`src/psc_pkg.sv`:
```
// Constants, register map and carrier types for the partition state change controller
package psc_pkg;
  // Sizes of the switch
  localparam int PART_N = 4;
  localparam int PORT_N = 8;
  localparam int PSEL_W = 2;
  localparam int ADDR_W = 12;
  localparam int TMR_W = 18;
  localparam int DLY_W = 16;

  // Partition states held in the control register state field
  localparam logic [1:0] PS_DISABLED = 2'h0;
  localparam logic [1:0] PS_FRESET = 2'h1;
  localparam logic [1:0] PS_ACTIVE = 2'h2;

  // Port modes held in the port control register mode field
  localparam logic [1:0] PM_DISABLED = 2'h0;
  localparam logic [1:0] PM_UNATTACHED = 2'h1;
  localparam logic [1:0] PM_UPSTREAM = 2'h2;
  localparam logic [1:0] PM_DOWNSTREAM = 2'h3;

  // Register byte offsets
  localparam logic [ADDR_W-1:0] PART_CTL_BASE = 12'h000;
  localparam logic [ADDR_W-1:0] PART_STS_BASE = 12'h010;
  localparam logic [ADDR_W-1:0] PORT_CTL_BASE = 12'h020;
  localparam logic [ADDR_W-1:0] PORT_STS_BASE = 12'h040;
  localparam logic [ADDR_W-1:0] SE_DLY_ADDR = 12'h060;
  localparam logic [ADDR_W-1:0] PM_DLY_ADDR = 12'h064;
  localparam logic [ADDR_W-1:0] RD_DLY_ADDR = 12'h068;
  localparam logic [ADDR_W-1:0] UB_DLY_ADDR = 12'h06c;

  // Field positions
  localparam int STS_STARTED_BIT = 0;
  localparam int STS_DONE_BIT = 1;
  localparam int STS_BUSY_BIT = 2;
  localparam int STS_STATE_LSB = 4;
  localparam int PCTL_SEL_LSB = 8;
  localparam int PSTS_ATT_BIT = 4;

  // Reset values
  localparam logic [1:0] PART_STATE_RST = PS_DISABLED;
  localparam logic [1:0] PORT_MODE_RST = PM_UNATTACHED;
  localparam logic [DLY_W-1:0] SE_DLY_RST = 16'h0010;
  localparam logic [DLY_W-1:0] PM_DLY_RST = 16'h0040;
  localparam logic [DLY_W-1:0] UB_DLY_RST = 16'h0020;

  // Timing
  localparam int CLK_MHZ = 200;
  localparam int RESET_DRAIN_US = 250;
  localparam int RESET_DRAIN_CYC = RESET_DRAIN_US * CLK_MHZ;
  localparam logic [2:0] SETTLE_CYC = 3'h2;

  // AXI responses
  localparam logic [1:0] RESP_OKAY = 2'h0;
  localparam logic [1:0] RESP_SLVERR = 2'h2;

  // Change sequencer states
  typedef enum logic [1:0] {
    CS_IDLE = 2'b00,
    CS_SETTLE = 2'b01,
    CS_DRAIN = 2'b10
  } psc_cs_type;

  // What one port looks like to the rest of the switch
  typedef struct packed {
    logic attached;
    logic [PSEL_W-1:0] part;
    logic [1:0] mode;
  } psc_port_type;
endpackage

```
`src/psc_delay.sv`:
```
// Loadable down-counter that times one partition's change latency
`timescale 1ns/10ps
module psc_delay
  import psc_pkg::*;
#(
  parameter int W = TMR_W
) (
  input wire logic mclk_in, // Core clock
  input wire logic rst_in, // Async reset, active high
  input wire logic load_in, // Start a new count
  input wire logic [W-1:0] value_in, // Cycles to count
  output logic zero_out // Count has expired
);
  typedef struct packed {
    logic [W-1:0] cnt;
  } psc_dly_state_type;

  psc_dly_state_type s_reg, s_next;

  // Count down to zero and rest there
  always_comb begin
    s_next = s_reg;
    if (load_in) begin
      s_next.cnt = value_in;
    end else if (s_reg.cnt != '0) begin
      s_next.cnt = s_reg.cnt - 1'b1;
    end
  end

  always_ff @(posedge mclk_in or posedge rst_in) begin
    if (rst_in) begin
      s_reg <= '0;
    end else begin
      s_reg <= s_next;
    end
  end

  assign zero_out = (s_reg.cnt == '0);
endmodule

```
`src/psc_port_map.sv`:
```
// Resolves one port's effective mode and attachment from its control fields
`timescale 1ns/10ps
module psc_port_map
  import psc_pkg::*;
(
  input wire logic [1:0] mode_in, // Mode field of the port
  input wire logic [PSEL_W-1:0] sel_in, // Partition select field
  input wire logic [PART_N-1:0][1:0] part_state_in, // States of all partitions
  output psc_port_type port_out // Effective mode and attachment
);
  logic operational;

  // Each port looks only at its own fields and its selected partition's state, never at another port
  always_comb begin
    operational = (mode_in == PM_UPSTREAM) || (mode_in == PM_DOWNSTREAM);
    port_out.attached = operational;
    port_out.part = operational ? sel_in : '0;
    port_out.mode = mode_in;
    if (operational && part_state_in[sel_in] == PS_DISABLED) begin
      port_out = '0;
    end
  end
endmodule

```
`src/psc_top.sv`:
```
// Partition state change controller with AXI4-Lite register access
`timescale 1ns/10ps

module psc_top
  import psc_pkg::*;
#(
  parameter int RD_DLY_RST = RESET_DRAIN_CYC // Reset drain default, shorten for sim
) (
  input wire logic mclk_in, // Core clock, 200 MHz
  input wire logic rst_in, // Async reset, active high
  input wire logic [ADDR_W-1:0] s_axi_awaddr, // Write address
  input wire logic s_axi_awvalid, // Write address valid
  output logic s_axi_awready, // Write address ready
  input wire logic [31:0] s_axi_wdata, // Write data
  input wire logic [3:0] s_axi_wstrb, // Write byte strobes
  input wire logic s_axi_wvalid, // Write data valid
  output logic s_axi_wready, // Write data ready
  output logic [1:0] s_axi_bresp, // Write response
  output logic s_axi_bvalid, // Write response valid
  input wire logic s_axi_bready, // Write response ready
  input wire logic [ADDR_W-1:0] s_axi_araddr, // Read address
  input wire logic s_axi_arvalid, // Read address valid
  output logic s_axi_arready, // Read address ready
  output logic [31:0] s_axi_rdata, // Read data
  output logic [1:0] s_axi_rresp, // Read response
  output logic s_axi_rvalid, // Read data valid
  input wire logic s_axi_rready, // Read data ready
  input wire logic [PART_N-1:0] partition_reset_input_n_in, // Partition reset pins, low
  input wire logic [PART_N-1:0] port_mode_busy_in, // Port mode change running
  output psc_port_type [PORT_N-1:0] port_info_out, // Effective port modes
  output logic [PART_N-1:0] partition_freset_out, // Partition held in reset
  output logic [PART_N-1:0] partition_init_out // Pulse: reload partition regs
);
  //////////////////////////////////////////////////////////////////////////////
  // State

  typedef struct packed {
    logic aw_got;
    logic w_got;
    logic [ADDR_W-1:0] awaddr;
    logic [31:0] wdata;
    logic [3:0] wstrb;
    logic bvalid;
    logic [1:0] bresp;
    logic rvalid;
    logic [1:0] rresp;
    logic [31:0] rdata;
    logic [PART_N-1:0][1:0] part_state;
    logic [PART_N-1:0][1:0] old_state;
    logic [PART_N-1:0] started;
    logic [PART_N-1:0] done;
    logic [PART_N-1:0] side_fx;
    logic [PART_N-1:0][1:0] cs;
    logic [PART_N-1:0][2:0] settle;
    logic [PART_N-1:0] init;
    logic [PART_N-1:0] freset;
    logic [PORT_N-1:0][1:0] port_mode;
    logic [PORT_N-1:0][PSEL_W-1:0] port_sel;
    psc_port_type [PORT_N-1:0] port_eff;
    logic [DLY_W-1:0] se_dly;
    logic [DLY_W-1:0] pm_dly;
    logic [DLY_W-1:0] rd_dly;
    logic [DLY_W-1:0] ub_dly;
  } psc_state_type;

  psc_state_type s_reg, s_next;
  psc_port_type [PORT_N-1:0] port_comb;
  logic [PART_N-1:0] tmr_load;
  logic [PART_N-1:0][TMR_W-1:0] tmr_value;
  logic [PART_N-1:0] tmr_zero;
  logic do_write;
  logic [31:0] wmerge;

  //////////////////////////////////////////////////////////////////////////////
  // Per-port mode resolution and per-partition latency timers

  for (genvar q = 0; q < PORT_N; q++) begin : g_port
    psc_port_map u_map (
      .mode_in(s_reg.port_mode[q]),
      .sel_in(s_reg.port_sel[q]),
      .part_state_in(s_reg.part_state),
      .port_out(port_comb[q])
    );
  end

  for (genvar p = 0; p < PART_N; p++) begin : g_part
    psc_delay #(.W(TMR_W)) u_dly (
      .mclk_in(mclk_in),
      .rst_in(rst_in),
      .load_in(tmr_load[p]),
      .value_in(tmr_value[p]),
      .zero_out(tmr_zero[p])
    );
  end

  //////////////////////////////////////////////////////////////////////////////
  // Helpers

  // Apply byte strobes over the current register contents
  function automatic logic [31:0] merge(input logic [31:0] cur, input logic [31:0] nw,
                                        input logic [3:0] strb);
    logic [31:0] r;
    r = cur;
    for (int b = 0; b < 4; b++) begin
      if (strb[b]) begin
        r[b*8 +: 8] = nw[b*8 +: 8];
      end
    end
    return r;
  endfunction

  // Current contents of a register, with hit flag for the unmapped answer
  function automatic logic [32:0] read_reg(input psc_state_type st, input logic [ADDR_W-1:0] a);
    logic [32:0] r;
    r = '0;
    for (int p = 0; p < PART_N; p++) begin
      if (a == PART_CTL_BASE + ADDR_W'(4 * p)) begin
        r = {1'b1, 30'h0, st.part_state[p]};
      end
      if (a == PART_STS_BASE + ADDR_W'(4 * p)) begin
        r[32] = 1'b1;
        r[STS_STARTED_BIT] = st.started[p];
        r[STS_DONE_BIT] = st.done[p];
        r[STS_BUSY_BIT] = (st.cs[p] != CS_IDLE);
        r[STS_STATE_LSB +: 2] = st.part_state[p];
      end
    end
    for (int q = 0; q < PORT_N; q++) begin
      if (a == PORT_CTL_BASE + ADDR_W'(4 * q)) begin
        r[32] = 1'b1;
        r[1:0] = st.port_mode[q];
        r[PCTL_SEL_LSB +: PSEL_W] = st.port_sel[q];
      end
      if (a == PORT_STS_BASE + ADDR_W'(4 * q)) begin
        r[32] = 1'b1;
        r[1:0] = st.port_eff[q].mode;
        r[PSTS_ATT_BIT] = st.port_eff[q].attached;
        r[PCTL_SEL_LSB +: PSEL_W] = st.port_eff[q].part;
      end
    end
    if (a == SE_DLY_ADDR) r = {1'b1, 16'h0, st.se_dly};
    if (a == PM_DLY_ADDR) r = {1'b1, 16'h0, st.pm_dly};
    if (a == RD_DLY_ADDR) r = {1'b1, 16'h0, st.rd_dly};
    if (a == UB_DLY_ADDR) r = {1'b1, 16'h0, st.ub_dly};
    return r;
  endfunction

  //////////////////////////////////////////////////////////////////////////////
  // Next-state logic

  always_comb begin
    logic [32:0] rd;
    logic [32:0] cur;
    logic [TMR_W-1:0] dly;
    logic pin_ok;
    s_next = s_reg;
    rd = '0;
    cur = '0;
    dly = '0;
    pin_ok = 1'b0;
    tmr_load = '0;
    tmr_value = '0;
    s_next.init = '0;
    s_next.port_eff = port_comb;

    // Write address and data are taken in either order and held until paired
    if (s_axi_awvalid && s_axi_awready) begin
      s_next.aw_got = 1'b1;
      s_next.awaddr = s_axi_awaddr;
    end
    if (s_axi_wvalid && s_axi_wready) begin
      s_next.w_got = 1'b1;
      s_next.wdata = s_axi_wdata;
      s_next.wstrb = s_axi_wstrb;
    end
    do_write = s_reg.aw_got && s_reg.w_got && !s_reg.bvalid;
    cur = read_reg(s_reg, s_reg.awaddr);
    wmerge = merge(cur[31:0], s_reg.wdata, s_reg.wstrb);
    if (s_axi_bvalid && s_axi_bready) begin
      s_next.bvalid = 1'b0;
    end

    // Change sequencer per partition; the done flag is set before any clear
    for (int p = 0; p < PART_N; p++) begin
      case (s_reg.cs[p])
        CS_IDLE: begin
        end
        CS_SETTLE: begin
          // A couple of cycles let effective port modes settle before timing
          if (s_reg.settle[p] != '0) begin
            s_next.settle[p] = s_reg.settle[p] - 1'b1;
          end else begin
            dly = '0;
            if (s_reg.part_state[p] == PS_FRESET) begin
              dly = TMR_W'(s_reg.rd_dly);
            end
            if (s_reg.side_fx[p]) begin
              dly = dly + TMR_W'(s_reg.se_dly) + TMR_W'(s_reg.pm_dly);
            end
            tmr_load[p] = 1'b1;
            tmr_value[p] = dly;
            s_next.cs[p] = CS_DRAIN;
          end
        end
        CS_DRAIN: begin
          // Completion into active waits while the reset pin is asserted
          pin_ok = partition_reset_input_n_in[p] ||
                   s_reg.part_state[p] != PS_ACTIVE ||
                   s_reg.old_state[p] == PS_ACTIVE;
          if (tmr_zero[p] && !tmr_load[p] && !port_mode_busy_in[p] && pin_ok) begin
            s_next.done[p] = 1'b1;
            s_next.cs[p] = CS_IDLE;
          end
        end
        default: begin
          s_next.cs[p] = CS_IDLE;
        end
      endcase
      // Partition held in reset by its state or its pin
      s_next.freset[p] = (s_next.part_state[p] == PS_FRESET) ||
                         !partition_reset_input_n_in[p];
    end

    // Register writes; illegal state code 3 is not a state and is ignored
    if (do_write) begin
      s_next.aw_got = 1'b0;
      s_next.w_got = 1'b0;
      s_next.bvalid = 1'b1;
      s_next.bresp = cur[32] ? RESP_OKAY : RESP_SLVERR;
      for (int p = 0; p < PART_N; p++) begin
        if (s_reg.awaddr == PART_CTL_BASE + ADDR_W'(4 * p) && s_reg.wstrb[0] &&
            wmerge[1:0] != 2'h3) begin
          s_next.old_state[p] = s_reg.part_state[p];
          s_next.part_state[p] = wmerge[1:0];
          s_next.started[p] = 1'b1;
          s_next.done[p] = 1'b0;
          s_next.cs[p] = CS_SETTLE;
          s_next.settle[p] = SETTLE_CYC;
          s_next.init[p] = (wmerge[1:0] == PS_FRESET) &&
                           (s_reg.part_state[p] != PS_FRESET);
          // Entering or leaving disabled changes modes of attached ports
          s_next.side_fx[p] = 1'b0;
          for (int q = 0; q < PORT_N; q++) begin
            if (s_reg.port_mode[q][1] && s_reg.port_sel[q] == PSEL_W'(p) &&
                ((s_reg.part_state[p] == PS_DISABLED) != (wmerge[1:0] == PS_DISABLED))) begin
              s_next.side_fx[p] = 1'b1;
            end
          end
        end
      end
      for (int q = 0; q < PORT_N; q++) begin
        if (s_reg.awaddr == PORT_CTL_BASE + ADDR_W'(4 * q)) begin
          s_next.port_mode[q] = wmerge[1:0];
          s_next.port_sel[q] = wmerge[PCTL_SEL_LSB +: PSEL_W];
        end
      end
      if (s_reg.awaddr == SE_DLY_ADDR) s_next.se_dly = wmerge[DLY_W-1:0];
      if (s_reg.awaddr == PM_DLY_ADDR) s_next.pm_dly = wmerge[DLY_W-1:0];
      if (s_reg.awaddr == RD_DLY_ADDR) s_next.rd_dly = wmerge[DLY_W-1:0];
      if (s_reg.awaddr == UB_DLY_ADDR) s_next.ub_dly = wmerge[DLY_W-1:0];
    end

    // Reads answer one cycle after the address is taken
    if (s_axi_rvalid && s_axi_rready) begin
      s_next.rvalid = 1'b0;
    end
    if (s_axi_arvalid && s_axi_arready) begin
      rd = read_reg(s_reg, s_axi_araddr);
      s_next.rvalid = 1'b1;
      s_next.rdata = rd[31:0];
      s_next.rresp = rd[32] ? RESP_OKAY : RESP_SLVERR;
    end
  end

  //////////////////////////////////////////////////////////////////////////////
  // State register

  always_ff @(posedge mclk_in or posedge rst_in) begin
    if (rst_in) begin
      s_reg <= '0;
      s_reg.part_state <= {PART_N{PART_STATE_RST}};
      s_reg.old_state <= {PART_N{PART_STATE_RST}};
      s_reg.port_mode <= {PORT_N{PORT_MODE_RST}};
      s_reg.se_dly <= SE_DLY_RST;
      s_reg.pm_dly <= PM_DLY_RST;
      s_reg.rd_dly <= DLY_W'(RD_DLY_RST);
      s_reg.ub_dly <= UB_DLY_RST;
    end else begin
      s_reg <= s_next;
    end
  end

  //////////////////////////////////////////////////////////////////////////////
  // Outputs; a single outstanding write or read keeps the slave simple

  assign s_axi_awready = !s_reg.aw_got && !s_reg.bvalid;
  assign s_axi_wready = !s_reg.w_got && !s_reg.bvalid;
  assign s_axi_bvalid = s_reg.bvalid;
  assign s_axi_bresp = s_reg.bresp;
  assign s_axi_arready = !s_reg.rvalid;
  assign s_axi_rvalid = s_reg.rvalid;
  assign s_axi_rdata = s_reg.rdata;
  assign s_axi_rresp = s_reg.rresp;
  assign port_info_out = s_reg.port_eff;
  assign partition_freset_out = s_reg.freset;
  assign partition_init_out = s_reg.init;
endmodule

```
`config.mk`:
```
export PLATFORM = sky130hd
export DESIGN_NAME = psc_top
export DESIGN_NICKNAME = d
export VERILOG_FILES = /design/src/psc_pkg.sv /design/src/psc_delay.sv /design/src/psc_port_map.sv /design/src/psc_top.sv
export SDC_FILE = /design/constraint.sdc
export NUM_CORES = 1
export LEC_CHECK = 0
export ABC_CLOCK_PERIOD_IN_PS = 21900
export BUFFER_PORTS_ARGS = -buffer_cell sky130_fd_sc_hd__buf_2
export CAP_MARGIN = 20
export CELL_PAD_IN_SITES_DETAIL_PLACEMENT = 1
export CELL_PAD_IN_SITES_GLOBAL_PLACEMENT = 2
export CORE_MARGIN = 2
export CORE_UTILIZATION = 35
export CTS_CLUSTER_SIZE = 24
export DETAILED_ROUTE_END_ITERATION = 7
export PLACE_DENSITY_LB_ADDON = 0.1
export SLEW_MARGIN = 20
export SYNTH_ARGS = -nofsm -noshare
export SYNTH_HDL_FRONTEND = slang
export SYNTH_SLANG_ARGS = --single-unit
```
`constraint.sdc`:
```
create_clock -name mclk_in -period 21.9 [get_ports mclk_in]
set_clock_uncertainty 0.1 [all_clocks]
set_input_delay 0 -clock mclk_in [delete_from_list [all_inputs] [get_ports mclk_in]]
set_output_delay 0 -clock mclk_in [all_outputs]
set_load 0.02 [all_outputs]
```
=== Word level (Yosys, flattened, before mapping) ===
Index checks and enable logic that the tools add are counted.

* Flip-flop bits (word level): 334
* Bits of input ports: 75
* Output and inout port bits: 89

* Add/subtract/negate cells: 16
* Order comparisons: 8
* Equality and inequality tests: 124
* Muxes and demuxes: 318
* Reductions and logical operators: 200

{| class="wikitable"
|+ Operator list
! cell !! count
|-
| $mux 33 || 18
|-
| $mux 18 || 28
|-
| $eq 12x7->1 const B || 24
|-
| $mux 2 || 103
|-
| $eq 12x6->1 const B || 16
|-
| $add 18x16->18 || 8
|-
| $mux 1 || 120
|-
| $logic_and 1x1->1 || 101
|-
| $eq 12x5->1 const B || 8
|-
| $eq 2x2->1 const B || 40
|-
| $logic_not 18->1 || 4
|-
| $reduce_bool 18->1 || 4
|-
| $sub 18x1->18 const B || 4
|-
| $mux 16 || 4
|-
| $mux 3 || 21
|-
| $logic_not 2->1 || 25
|-
| $eq 12x4->1 const B || 4
|-
| $mux 5 || 8
|-
| $mux 35 || 1
|-
| $eq 2x1->1 const B || 17
|-
| $bmux 2 s2 || 8
|-
| $mux 32 || 1
|-
| $reduce_and 2->1 || 16
|-
| $eq 12x3->1 const B || 2
|-
| other kinds (12) || 81
|}

=== Logic depth before layout (Yosys ltp) ===
Gate-level depths: netlist of run 1.

* Depth after elaboration: 43
* Depth in mapped cells: 18
* Mapped depth without buffers: 16

=== By module ===
Synthesis of run 1 repeated with hierarchy kept, for this count alone.

* Cell total of the unflattened synthesis: 2,781
* Area, all modules: 24,295.8 µm²

{| class="wikitable"
|+ Modules (own cells, without submodules)
! module !! times used !! cells each !! area an instance (µm²) !! sequential area each (µm²)
|-
| psc_top || 1 || 2,217 || 19,135.9 || 6,127.1
|-
| psc_delay || 4 || 113 || 1,112.3 || 450.4
|-
| psc_port_map || 8 || 14 || 88.8 || 0.0
|}

=== Worst setup path after synthesis of run 1 ===
OpenSTA, ideal clock, no wires.

* Path kind: register to register
* Start point: register s_reg[188] (netlist bit)
* End point: register g_part[2].u_dly.s_reg[17] (netlist bit)
* Setup time: 0.067 ns
* Data arrival time: 3.860 ns
* Data required time: 21.733 ns
* Setup slack: 17.874 ns
* Stages on the path, launching flop included: 19
* Buffers on the path: 2
* Period minus slack after synthesis: 4.026 ns
* Path through: dfrtp_1 -> clkbuf_1 -> nor2b_1 -> clkbuf_1 -> nand2_1 -> fa_1 -> inv_1 -> ha_1 -> inv_1 -> fa_1 -> nor2b_1 -> o21a_1 -> o21ai_0 -> a21oi_1 -> a41oi_1 -> a21oi_1 -> a311oi_1 -> or4bb_1 -> nand2b_1

* Longest elaborated chain between the ends: 10

{| class="wikitable"
|+ Ends and longest elaborated chain
! element !! line !! RTL
|-
| from (decl) || psc_top.sv:66 || <nowiki>psc_state_type s_reg, s_next;</nowiki>
|-
| from (signal assigned) || psc_top.sv:289 || <nowiki>s_reg <= s_next;</nowiki>
|-
| $eq 2x1->1 || psc_top.sv:194 || <nowiki>if (s_reg.part_state[p] == PS_FRESET) begin</nowiki>
|-
| $mux 16 || psc_top.sv:194 ||
|-
| $mux 18 || psc_top.sv:190 || <nowiki>if (s_reg.settle[p] != '0) begin</nowiki>
|-
| $mux 18 || psc_top.sv:185 || <nowiki>case (s_reg.cs[p])</nowiki>
|-
| $add 18x16->18 (2 in a row) || psc_top.sv:198 || <nowiki>dly = dly + TMR_W'(s_reg.se_dly) + TMR_W'(s_reg.pm_dly);</nowiki>
|-
| $mux 18 || psc_top.sv:197 || <nowiki>if (s_reg.side_fx[p]) begin</nowiki>
|-
| $mux 18 || psc_top.sv:190 ||
|-
| $mux 18 || psc_top.sv:185 ||
|-
| $mux 18 || psc_delay.sv:23 || <nowiki>if (load_in) begin</nowiki>
|-
| to (signal assigned) || psc_delay.sv:34 || <nowiki>s_reg <= s_next;</nowiki>
|-
| to (decl) || psc_delay.sv:18 || <nowiki>psc_dly_state_type s_reg, s_next;</nowiki>
|}

Every way passes these cells. The select of a mux whose other input is x is not followed.
A chain may end at the register's enable or synchronous reset.

=== Worst setup path after layout of run 1 ===
* Start point: register s_reg[268] (netlist bit)
* End point: register s_reg[177] (netlist bit)

* Longest elaborated chain between the ends: 33

{| class="wikitable"
|+ Ends and longest elaborated chain
! element !! line !! RTL
|-
| $logic_not 12->1 || psc_top.sv:117, psc_top.sv:231 ||
|-
| $mux 33 || psc_top.sv:117 || <nowiki>if (a == PART_CTL_BASE + ADDR_W'(4 * p)) begin</nowiki>
|-
| $mux 3 || psc_top.sv:120 || <nowiki>if (a == PART_STS_BASE + ADDR_W'(4 * p)) begin</nowiki>
|-
| $mux 33 || psc_top.sv:117 ||
|-
| $mux 3 || psc_top.sv:120 ||
|-
| $mux 33 || psc_top.sv:117 ||
|-
| $mux 3 || psc_top.sv:120 ||
|-
| $mux 33 || psc_top.sv:117 ||
|-
| (+17 left out) || -- ||
|-
| $mux 33 || psc_top.sv:141 || <nowiki>if (a == SE_DLY_ADDR) r = {1'b1, 16'h0, st.se_dly};</nowiki>
|-
| $mux 33 || psc_top.sv:142 || <nowiki>if (a == PM_DLY_ADDR) r = {1'b1, 16'h0, st.pm_dly};</nowiki>
|-
| $mux 33 || psc_top.sv:143 || <nowiki>if (a == RD_DLY_ADDR) r = {1'b1, 16'h0, st.rd_dly};</nowiki>
|-
| $mux 33 || psc_top.sv:144 || <nowiki>if (a == UB_DLY_ADDR) r = {1'b1, 16'h0, st.ub_dly};</nowiki>
|-
| $mux 8 || psc_top.sv:105 || <nowiki>if (strb[b]) begin</nowiki>
|-
| $ne 2x2->1 || psc_top.sv:232 || <nowiki>wmerge[1:0] != 2'h3) begin</nowiki>
|-
| $logic_and 1x1->1 * || psc_top.sv:231 || <nowiki>if (s_reg.awaddr == PART_CTL_BASE + ADDR_W'(4 * p) && s_reg.wstrb[0] &&</nowiki>
|-
| $reduce_and 2->1 (no line) * || -- ||
|}

Every way passes the cells marked *; elsewhere a longest branch is shown, timed or not.

==> summary.txt, run 1 <==
Run status
  – Outcome: complete, no violations

Clock tree
  – Max clock buf depth: 3
  – TritonCTS clock tree: yes
  – Clock-pin slew reported for the worst setup and hold paths after clock tree synthesis: 0.06 ns
  – Clock root cell: sky130_fd_sc_hd__clkbuf_16
  – Hold bufs inserted after CTS: 50
  – Number of clock sinks seen by CTS: ~320
  – Setup bufs post-CTS: 0
  – Clk_lat worst skew: 0.59 ns
  – Number of resized instances in the post-cts repair step: 0
  – Number of H-tree levels: 2
  – Total clock buffers created by CTS: 40

Timing
  – Worst slew slack as a fraction of its limit: between 10% and 20%
  – Time the worst path needs with I/O delays and setup: 4.95 ns
  – Smallest setup slack after layout: 16.95 ns
  – Sum Neg Setup Slack: 0 ns
  – Unrepaired setup endpoints after global routing: no
  – Final-report hold violation count: 0
  – # setup viols final: 0
  – Worst Hold Slack: ~0.0087 ns
  – Max Clk Rate: 0.202 GHz
  – Slew at the pin with the worst max-slew slack: around 1.2 ns
  – Period Utilization, post-route: between 20% and 30%
  – Count of pins over their slew limit: 0

Die
  – Number of top-level design ports: ~160
  – Floorplan Core Area: ~0.065 mm2
  – Number of placement rows: 93
  – Overall die area: ~0.068 mm2
  – Width of the die: approximately 260 um
  – Starting density of the core: ~35%
  – Die height: approximately 260 um

Routing
  – First-iteration detailed-routing DRC count: 1,374
  – Average routed wire per standard cell: approximately 26 um
  – Total detailed-routing wirelength: between 90,000 and 100,000 um
  – Remaining DRCs: 0
  – Avg Vias per Cell: 5.78
  – Routed vias: 20,005
  – Number of iterations in the first detailed-routing pass: 6
  – Routed Antenna Nets: 0

Final layout
  – Multi-input gate area: 0.0136 mm2
  – Flip-flop count of the largest register, all copies and words added: between 150 and 200
  – Share of final-layout standard cells stronger than drive strength 1: around 14%
  – Area Overhead vs Synth: 12.3%
  – Sequential cell area: roughly 0.0079 mm2
  – Fill cell instance count of the final layout: 7,442
  – Final nets: between 2,000 and 3,000

Worst setup path
  – Max incr delay on CP: roughly 0.94 ns
  – Data arrival time at the worst-slack endpoint: 5.31 ns
  – Family of cells with the greatest summed delay on the critical path: compound AO/OA/AOI/OAI gates
  – Endpoint of the lowest-slack register-to-register path: s_reg[177]$_DFFE_PP0P_
  – Slowest stage cell on the critical path: sky130_fd_sc_hd__dfrtp_1
  – Element type at the critical path end: flop
  – Cell type with the highest occurrence count on the critical path: sky130_fd_sc_hd__buf_4
  – CP required: between 20 and 25 ns
  – Worst reg-to-reg path cell count: 10
  – Number of stages on the worst setup path: 10
  – Critical path start-end classification: flop to flop
  – Setup slack of the most critical reg-to-reg path: about 17 ns
  – Source of the worst register-to-register timing path: s_reg[268]$_DFFE_PP0P_
  – Total buffers and inverters traversed by the critical path: 2
  – Crit path launch type: flop
  – Worst-path maximum fanout: 25
  – Ordered list of cells on the worst path: nor4bb_1 -> buf_4 -> nand3_1 -> o22ai_1 -> o21bai_1 -> a2111oi_0 -> a21o_1 -> buf_4 -> a21oi_4 -> mux2_2

Place
  – Input/output buffers: between 100 and 150
  – Dpl hpwl: 68,500 um
  – Weighted congestion reported at the end of routability-driven placement: about 0.96
  – Placement-stage worst setup slack: around 17 ns

Global route
  – Initial antenna violation count: 2
  – Global-route wire length before repair: ~140,000 um
  – Vias in the first global route: 21,025
  – Overflow left after global routing: 0
  – Total global-route track usage: 27.3%
  – Maximum number of pins on one net before global-route repair: roughly 110

Synth
  – Async set or reset register ratio after synthesis: 100%
  – Number of synthesized flops with an enable pin: 0
  – Flop and latch count out of synthesis: 316
  – Post-synthesis instance total: 2,530
  – Fraction of the yosys area taken by sequential cells: between 30% and 40%
  – Netlist area before placement: roughly 0.023 mm2
  – Top FF cell, synth: sky130_fd_sc_hd__dfrtp_1
  – Post-synthesis average cell area: just over 9 um2
  – Number of distinct library cells after synthesis: between 90 and 100
  – Warning count from the yosys run: 0

Power and ir drop
  – Combinational fraction of design power: roughly 27%
  – Peak VDD IR: just over 60 uV
  – Relative contribution of the clock network to total power: between 30% and 40%
  – Internal power summed over all cells: ~0.0014 W
  – LEAKAGE: ~11 nW
  – Power density of the placed cells: approximately 83 mW/mm2
  – Fraction of power spent switching nets: ~37%
  – Final Power: ~0.0021 W
  – Switching power summed over all nets: between 0.0007 and 0.0008 W
  – Flop pwr share: about two fifths

Job
  – Max-cap violations: 0

Worst hold path
  – Worst hold path class: input port to async pin
-- synth_stat cells, types with 21 or more instances --
| cell type | number | share of area, % |
|---|---|---|
| sky130_fd_sc_hd__nand2b_1 | 25 | 0.68 |
| sky130_fd_sc_hd__mux2i_1 | 54 | 2.4 |
| sky130_fd_sc_hd__or3_1 | 22 | 0.60 |
| sky130_fd_sc_hd__inv_1 | 65 | 1.1 |
| sky130_fd_sc_hd__fa_1 | 68 | 5.9 |
| sky130_fd_sc_hd__ha_1 | 72 | 3.9 |
| sky130_fd_sc_hd__clkbuf_1 | 119 | 2.0 |
| sky130_fd_sc_hd__o22ai_1 | 40 | 1.1 |
| sky130_fd_sc_hd__nand2_1 | 220 | 3.6 |
| sky130_fd_sc_hd__nor3_1 | 75 | 1.6 |
| sky130_fd_sc_hd__a21oi_1 | 151 | 3.3 |
| sky130_fd_sc_hd__and2_1 | 83 | 2.3 |
| sky130_fd_sc_hd__dfrtp_1 | 299 | 33 |
| sky130_fd_sc_hd__nand3_1 | 78 | 1.7 |
| sky130_fd_sc_hd__a22oi_1 | 29 | 0.95 |
| sky130_fd_sc_hd__buf_4 | 84 | 2.8 |
| sky130_fd_sc_hd__mux2_2 | 64 | 3.1 |
| sky130_fd_sc_hd__nor2_1 | 181 | 3.0 |
| sky130_fd_sc_hd__a222oi_1 | 22 | 0.96 |
| sky130_fd_sc_hd__xnor2_1 | 66 | 2.5 |
| sky130_fd_sc_hd__o21ai_0 | 196 | 4.3 |
| sky130_fd_sc_hd__nor2b_1 | 57 | 1.6 |
| sky130_fd_sc_hd__a31oi_1 | 32 | 0.87 |
| sky130_fd_sc_hd__xor2_1 | 40 | 1.5 |
| sky130_fd_sc_hd__nor3b_1 | 21 | 0.69 |
-- power by group through the flow --
stage               clock [W]  sequential [W]  combinational, W
floorplan                   0        0.000772          0.000456
global route         0.000759        0.000861          0.000645
CTS                  0.000739        0.000844          0.000586
detailed placement          0        0.000851          0.000572
finish               0.000718        0.000845          0.000584
global placement            0        0.000845          0.000557
-- layer usage --
layer	up-vias	routed length [um]	GRT usage, %
li1	9128	-	-
met1	10186	38800	34.2
met2	519	45600	47.6
met3	172	3500	3.06
met4	0	3880	11.2
met5	-	0	0
-- worst min-delay path: stages --
cell,delay [ns]
sky130_fd_sc_hd__dlygate4sd3_1,0.53
sky130_fd_sc_hd__buf_2,0.15
sky130_fd_sc_hd__inv_8,0.51
-- logic make-up after synthesis --
| logic type | after synthesis | share of synthesized area, % |
|---|---|---|
| AO/OA/AOI/OAI | 657 | 18.5 |
| XOR/XNOR | 106 | 4.05 |
| buffers and inverters | 302 | 6.56 |
| other | 1 | 0.0164 |
| adder cells (fa/ha/maj) | 140 | 9.88 |
| flip-flops | 316 | 34.6 |
| AND/OR/NAND/NOR | 878 | 19.7 |
| multiplexers | 130 | 6.64 |
-- worst max path at each step --
stage	start	endpoint
after floorplan	rst_in	g_part[0].u_dly.s_reg[0]$_DFFE_PP0P_
after global placement	s_reg[268]$_DFFE_PP0P_	s_reg[177]$_DFFE_PP0P_
after detailed placement	s_reg[268]$_DFFE_PP0P_	s_reg[177]$_DFFE_PP0P_
after CTS	s_reg[268]$_DFFE_PP0P_	s_reg[177]$_DFFE_PP0P_
after global routing	s_reg[268]$_DFFE_PP0P_	s_reg[177]$_DFFE_PP0P_
final	s_reg[268]$_DFFE_PP0P_	s_reg[177]$_DFFE_PP0P_
-- final cells by class --
cell class | count | share of cell area (%)
inverter | 68 | 1.02
timing repair buffer | 221 | 5.71
tap | 855 | 4.16
multi-input combinational | 1929 | 52.9
antenna | 1 | 0.00973
sequential | 316 | 30.8
clock buffer | 61 | 4.63
clock inverter | 13 | 0.783
-- metrics by stage --
step | utilization [%] | cells | cell area [um2]
5_1_grt | 39.8 | 3463 | 25700
4_1_cts | 39.8 | 3463 | 25700
3_5_place_dp | 36.9 | 3339 | 23800
6_report | 39.8 | 3464 | 25700
3_3_place_gp | 36.8 | 3338 | 23800
2_1_floorplan | - | 2547 | 23000
-- placed cells by master (no fill, tap or decap), types with 18 or more instances in the layout --
master,n
sky130_fd_sc_hd__and2_1,83
sky130_fd_sc_hd__o21ai_0,196
sky130_fd_sc_hd__xnor2_1,66
sky130_fd_sc_hd__o22ai_1,39
sky130_fd_sc_hd__nand2b_1,25
sky130_fd_sc_hd__nand2_1,220
sky130_fd_sc_hd__nand3_1,78
sky130_fd_sc_hd__a31oi_1,32
sky130_fd_sc_hd__nor2_1,180
sky130_fd_sc_hd__nor3_1,73
sky130_fd_sc_hd__a22oi_1,29
sky130_fd_sc_hd__mux2i_1,54
sky130_fd_sc_hd__ha_1,72
sky130_fd_sc_hd__a211oi_1,20
sky130_fd_sc_hd__nor3b_1,20
sky130_fd_sc_hd__inv_1,64
sky130_fd_sc_hd__nor2b_1,56
sky130_fd_sc_hd__buf_2,127
sky130_fd_sc_hd__dfrtp_1,299
sky130_fd_sc_hd__a21oi_1,150
sky130_fd_sc_hd__or3_1,22
sky130_fd_sc_hd__xor2_1,40
sky130_fd_sc_hd__dlygate4sd3_1,50
sky130_fd_sc_hd__fa_1,68
sky130_fd_sc_hd__a222oi_1,22
sky130_fd_sc_hd__buf_4,43
sky130_fd_sc_hd__conb_1,18
sky130_fd_sc_hd__mux2_2,64
sky130_fd_sc_hd__clkbuf_16,42
(Power assumes the default switching activity.)
==> run 2: changes to the inputs <==
ABC_CLOCK_PERIOD_IN_PS = 4160   (was 21900)
clock period = 4.16 ns   (was 21.9 ns; I/O delays follow)
==> run 2 against run 1 <==
Worst setup slack lost 17 ns. Final cell count grew 2.8%. Register-to-register slack lost 17 ns. Highest routed layer unchanged. Global-route usage grew 1.1 points. Power grew to 5.4 times the previous value. Largest power group unchanged. Critical endpoint is now g_part[2].u_dly.s_reg[17]$_DFFE_PP0P_.
==> summary.txt, run 2 (synthesis gave the netlist of run 1 again) <==
Run status
  – Outcome: complete, no violations

Clock tree
  – Total clock buffers created by CTS: between 40 and 50
  – Clock root cell: sky130_fd_sc_hd__clkbuf_16
  – Number of clock sinks seen by CTS: between 300 and 400
  – TritonCTS clock tree: yes
  – Number of H-tree levels: 2
  – Clk_lat worst skew: between 0.5 and 0.6 ns
  – Clock-pin slew reported for the worst setup and hold paths after clock tree synthesis: approximately 0.060 ns
  – Max clock buf depth: 3

Routing
  – Number of iterations in the first detailed-routing pass: 6
  – Average routed wire per standard cell: 26.9 um
  – Total detailed-routing wirelength: about 96,000 um
  – Routed Antenna Nets: 0
  – Avg Vias per Cell: 5.79
  – Remaining DRCs: 0
  – First-iteration detailed-routing DRC count: between 1,000 and 1,500
  – Routed vias: 20,623

Die
  – Overall die area: about 0.068 mm2
  – Width of the die: between 200 and 300 um
  – Die height: approximately 260 um
  – Number of top-level design ports: around 160
  – Starting density of the core: approximately 35%
  – Number of placement rows: between 90 and 100
  – Floorplan Core Area: roughly 0.065 mm2

Power and ir drop
  – LEAKAGE: between 10 and 15 nW
  – Final Power: 0.0115 W
  – Power density of the placed cells: 433 mW/mm2
  – Peak VDD IR: about 350 uV

Worst setup path
  – Crit path launch type: flop
  – Worst-path maximum fanout: 3
  – Element type at the critical path end: flop
  – Data arrival time at the worst-slack endpoint: roughly 4.3 ns
  – Setup slack of the most critical reg-to-reg path: 0.23 ns
  – Critical path start-end classification: flop to flop
  – CP required: between 4 and 5 ns

Global route
  – Maximum number of pins on one net before global-route repair: between 70 and 80
  – Vias in the first global route: 21,702
  – Initial antenna violation count: 0
  – Global-route wire length before repair: around 140,000 um
  – Overflow left after global routing: 0
  – Total global-route track usage: 28.4%

Final layout
  – Share of final-layout standard cells stronger than drive strength 1: between 10% and 20%
  – Antenna cells: 0
  – Flip-flop count of the largest register, all copies and words added: between 150 and 200
  – Area Overhead vs Synth: 15.9%
  – Leading cell type in the layout, fill and taps excluded: sky130_fd_sc_hd__dfrtp_1
  – Final nets: 2,892
  – Commonest non-fill, non-tap cells in the layout: 299 x sky130_fd_sc_hd__dfrtp_1, 219 x sky130_fd_sc_hd__nand2_1, 190 x sky130_fd_sc_hd__o21ai_0

Timing
  – Unrepaired setup endpoints after global routing: no
  – Time the worst path needs with I/O delays and setup: between 3 and 4 ns
  – Worst Hold Slack: 0.0182 ns
  – Slew at the pin with the worst max-slew slack: about 1.1 ns
  – Worst slew slack as a fraction of its limit: roughly 29%
  – # setup viols final: 0
  – Final-report hold violation count: 0
  – Count of pins over their slew limit: 0
  – Max Clk Rate: about 0.25 GHz
  – Period Utilization, post-route: between 90% and 100%

Job
  – Max-cap violations: 0

Worst hold path
  – Worst hold path class: input port to async pin

Place
  – Weighted congestion reported at the end of routability-driven placement: 0.970
  – Dpl hpwl: 73,800 um
  – Input/output buffers: ~130
run 2: cell types whose count changed in the layout (fill, tap and decap cells not counted), sizes merged:
cell / change
diode: -1
inv: +2
buf: +103
dlygate4sd3: -3
clkinvlp: +2
clkinv: -2
clkbuf: -5
run 2: repair_timing:
item	4_1_cts	5_1_grt
setup buffers	0	4
setup endpoints to repair	0	16
hold buffers	47	0
hold endpoints to repair	87	0
resized for setup	0	22
run 2: area by class of cell:
| class | instances | area [um2] |
|---|---|---|
| Tap cell | 855 | 1070 |
| Multi-Input combinational cell | 1929 | 13600 |
| Sequential cell | 316 | 7930 |
| Clock buffer | 56 | 1160 |
| Clock inverter | 15 | 236 |
| Timing Repair Buffer | 321 | 2270 |
| Inverter | 68 | 259 |
| Fill cell | 7371 | 38000 |
run 2: routing by layer:
metal	vias to the layer above	part of all wire, %	GRT usage, %
met3	190	3.3	2.75
met5	-	0	0
met4	0	5.0	12.7
met2	502	50	50.3
li1	9316	-	-
met1	10615	41	34.8
run 2: final timing paths:
path	from	to	cells past startpoint
max in group asynchronous	rst_in	s_reg[169]$_DFF_PP0_	4
worst max-delay path	s_reg[188]$_DFFE_PP0P_	g_part[2].u_dly.s_reg[17]$_DFFE_PP0P_	15
worst min-delay path	rst_in	s_reg[273]$_DFFE_PP0P_	3
worst min register to register	s_axi_rdata[5]$_DFFE_PP0P_	s_axi_rdata[5]$_DFFE_PP0P_	2
worst max register to register	s_reg[188]$_DFFE_PP0P_	g_part[2].u_dly.s_reg[17]$_DFFE_PP0P_	15
min in group mclk_in	s_axi_bready	s_axi_bvalid$_DFFE_PP0P_	3
run 2: worst max-delay path, stage by stage, from the launching register on:
cell                       delay (ns)
sky130_fd_sc_hd__dfrtp_1         0.38
sky130_fd_sc_hd__nor2b_2         0.17
sky130_fd_sc_hd__and2_1          0.18
sky130_fd_sc_hd__fa_1            0.49
sky130_fd_sc_hd__ha_1            0.21
sky130_fd_sc_hd__inv_1           0.09
sky130_fd_sc_hd__fa_1            0.47
sky130_fd_sc_hd__nor2b_2         0.16
sky130_fd_sc_hd__o21a_1          0.15
sky130_fd_sc_hd__o21ai_1         0.11
sky130_fd_sc_hd__a21oi_2         0.19
sky130_fd_sc_hd__a41oi_1         0.18
sky130_fd_sc_hd__a21oi_2         0.21
sky130_fd_sc_hd__a311oi_1        0.16
sky130_fd_sc_hd__or4bb_1         0.52
sky130_fd_sc_hd__nand2b_1        0.08
run 2: where the power goes:
part	switching [W]	internal [W]	leakage, nW	total, W
logic	0.00197	0.00139	6.77	0.00336
registers	0.000709	0.00364	4.12	0.00435
clock network	0.00151	0.00227	0.686	0.00378
total	0.00419	0.00731	11.6	0.0115
run 2: metrics by stage:
stage,util [%],cell area [um2],instances,worst slack [ns],setup TNS (ns)
global placement,38.0,24600,3436,0.177,0
detailed placement,38.0,24600,3436,0.127,0
global route,41.1,26500,3560,0.0246,0
floorplan,-,23000,2547,-0.137,-40.95
finish,41.1,26500,3560,0.226,0
CTS,40.9,26400,3554,0.0838,0
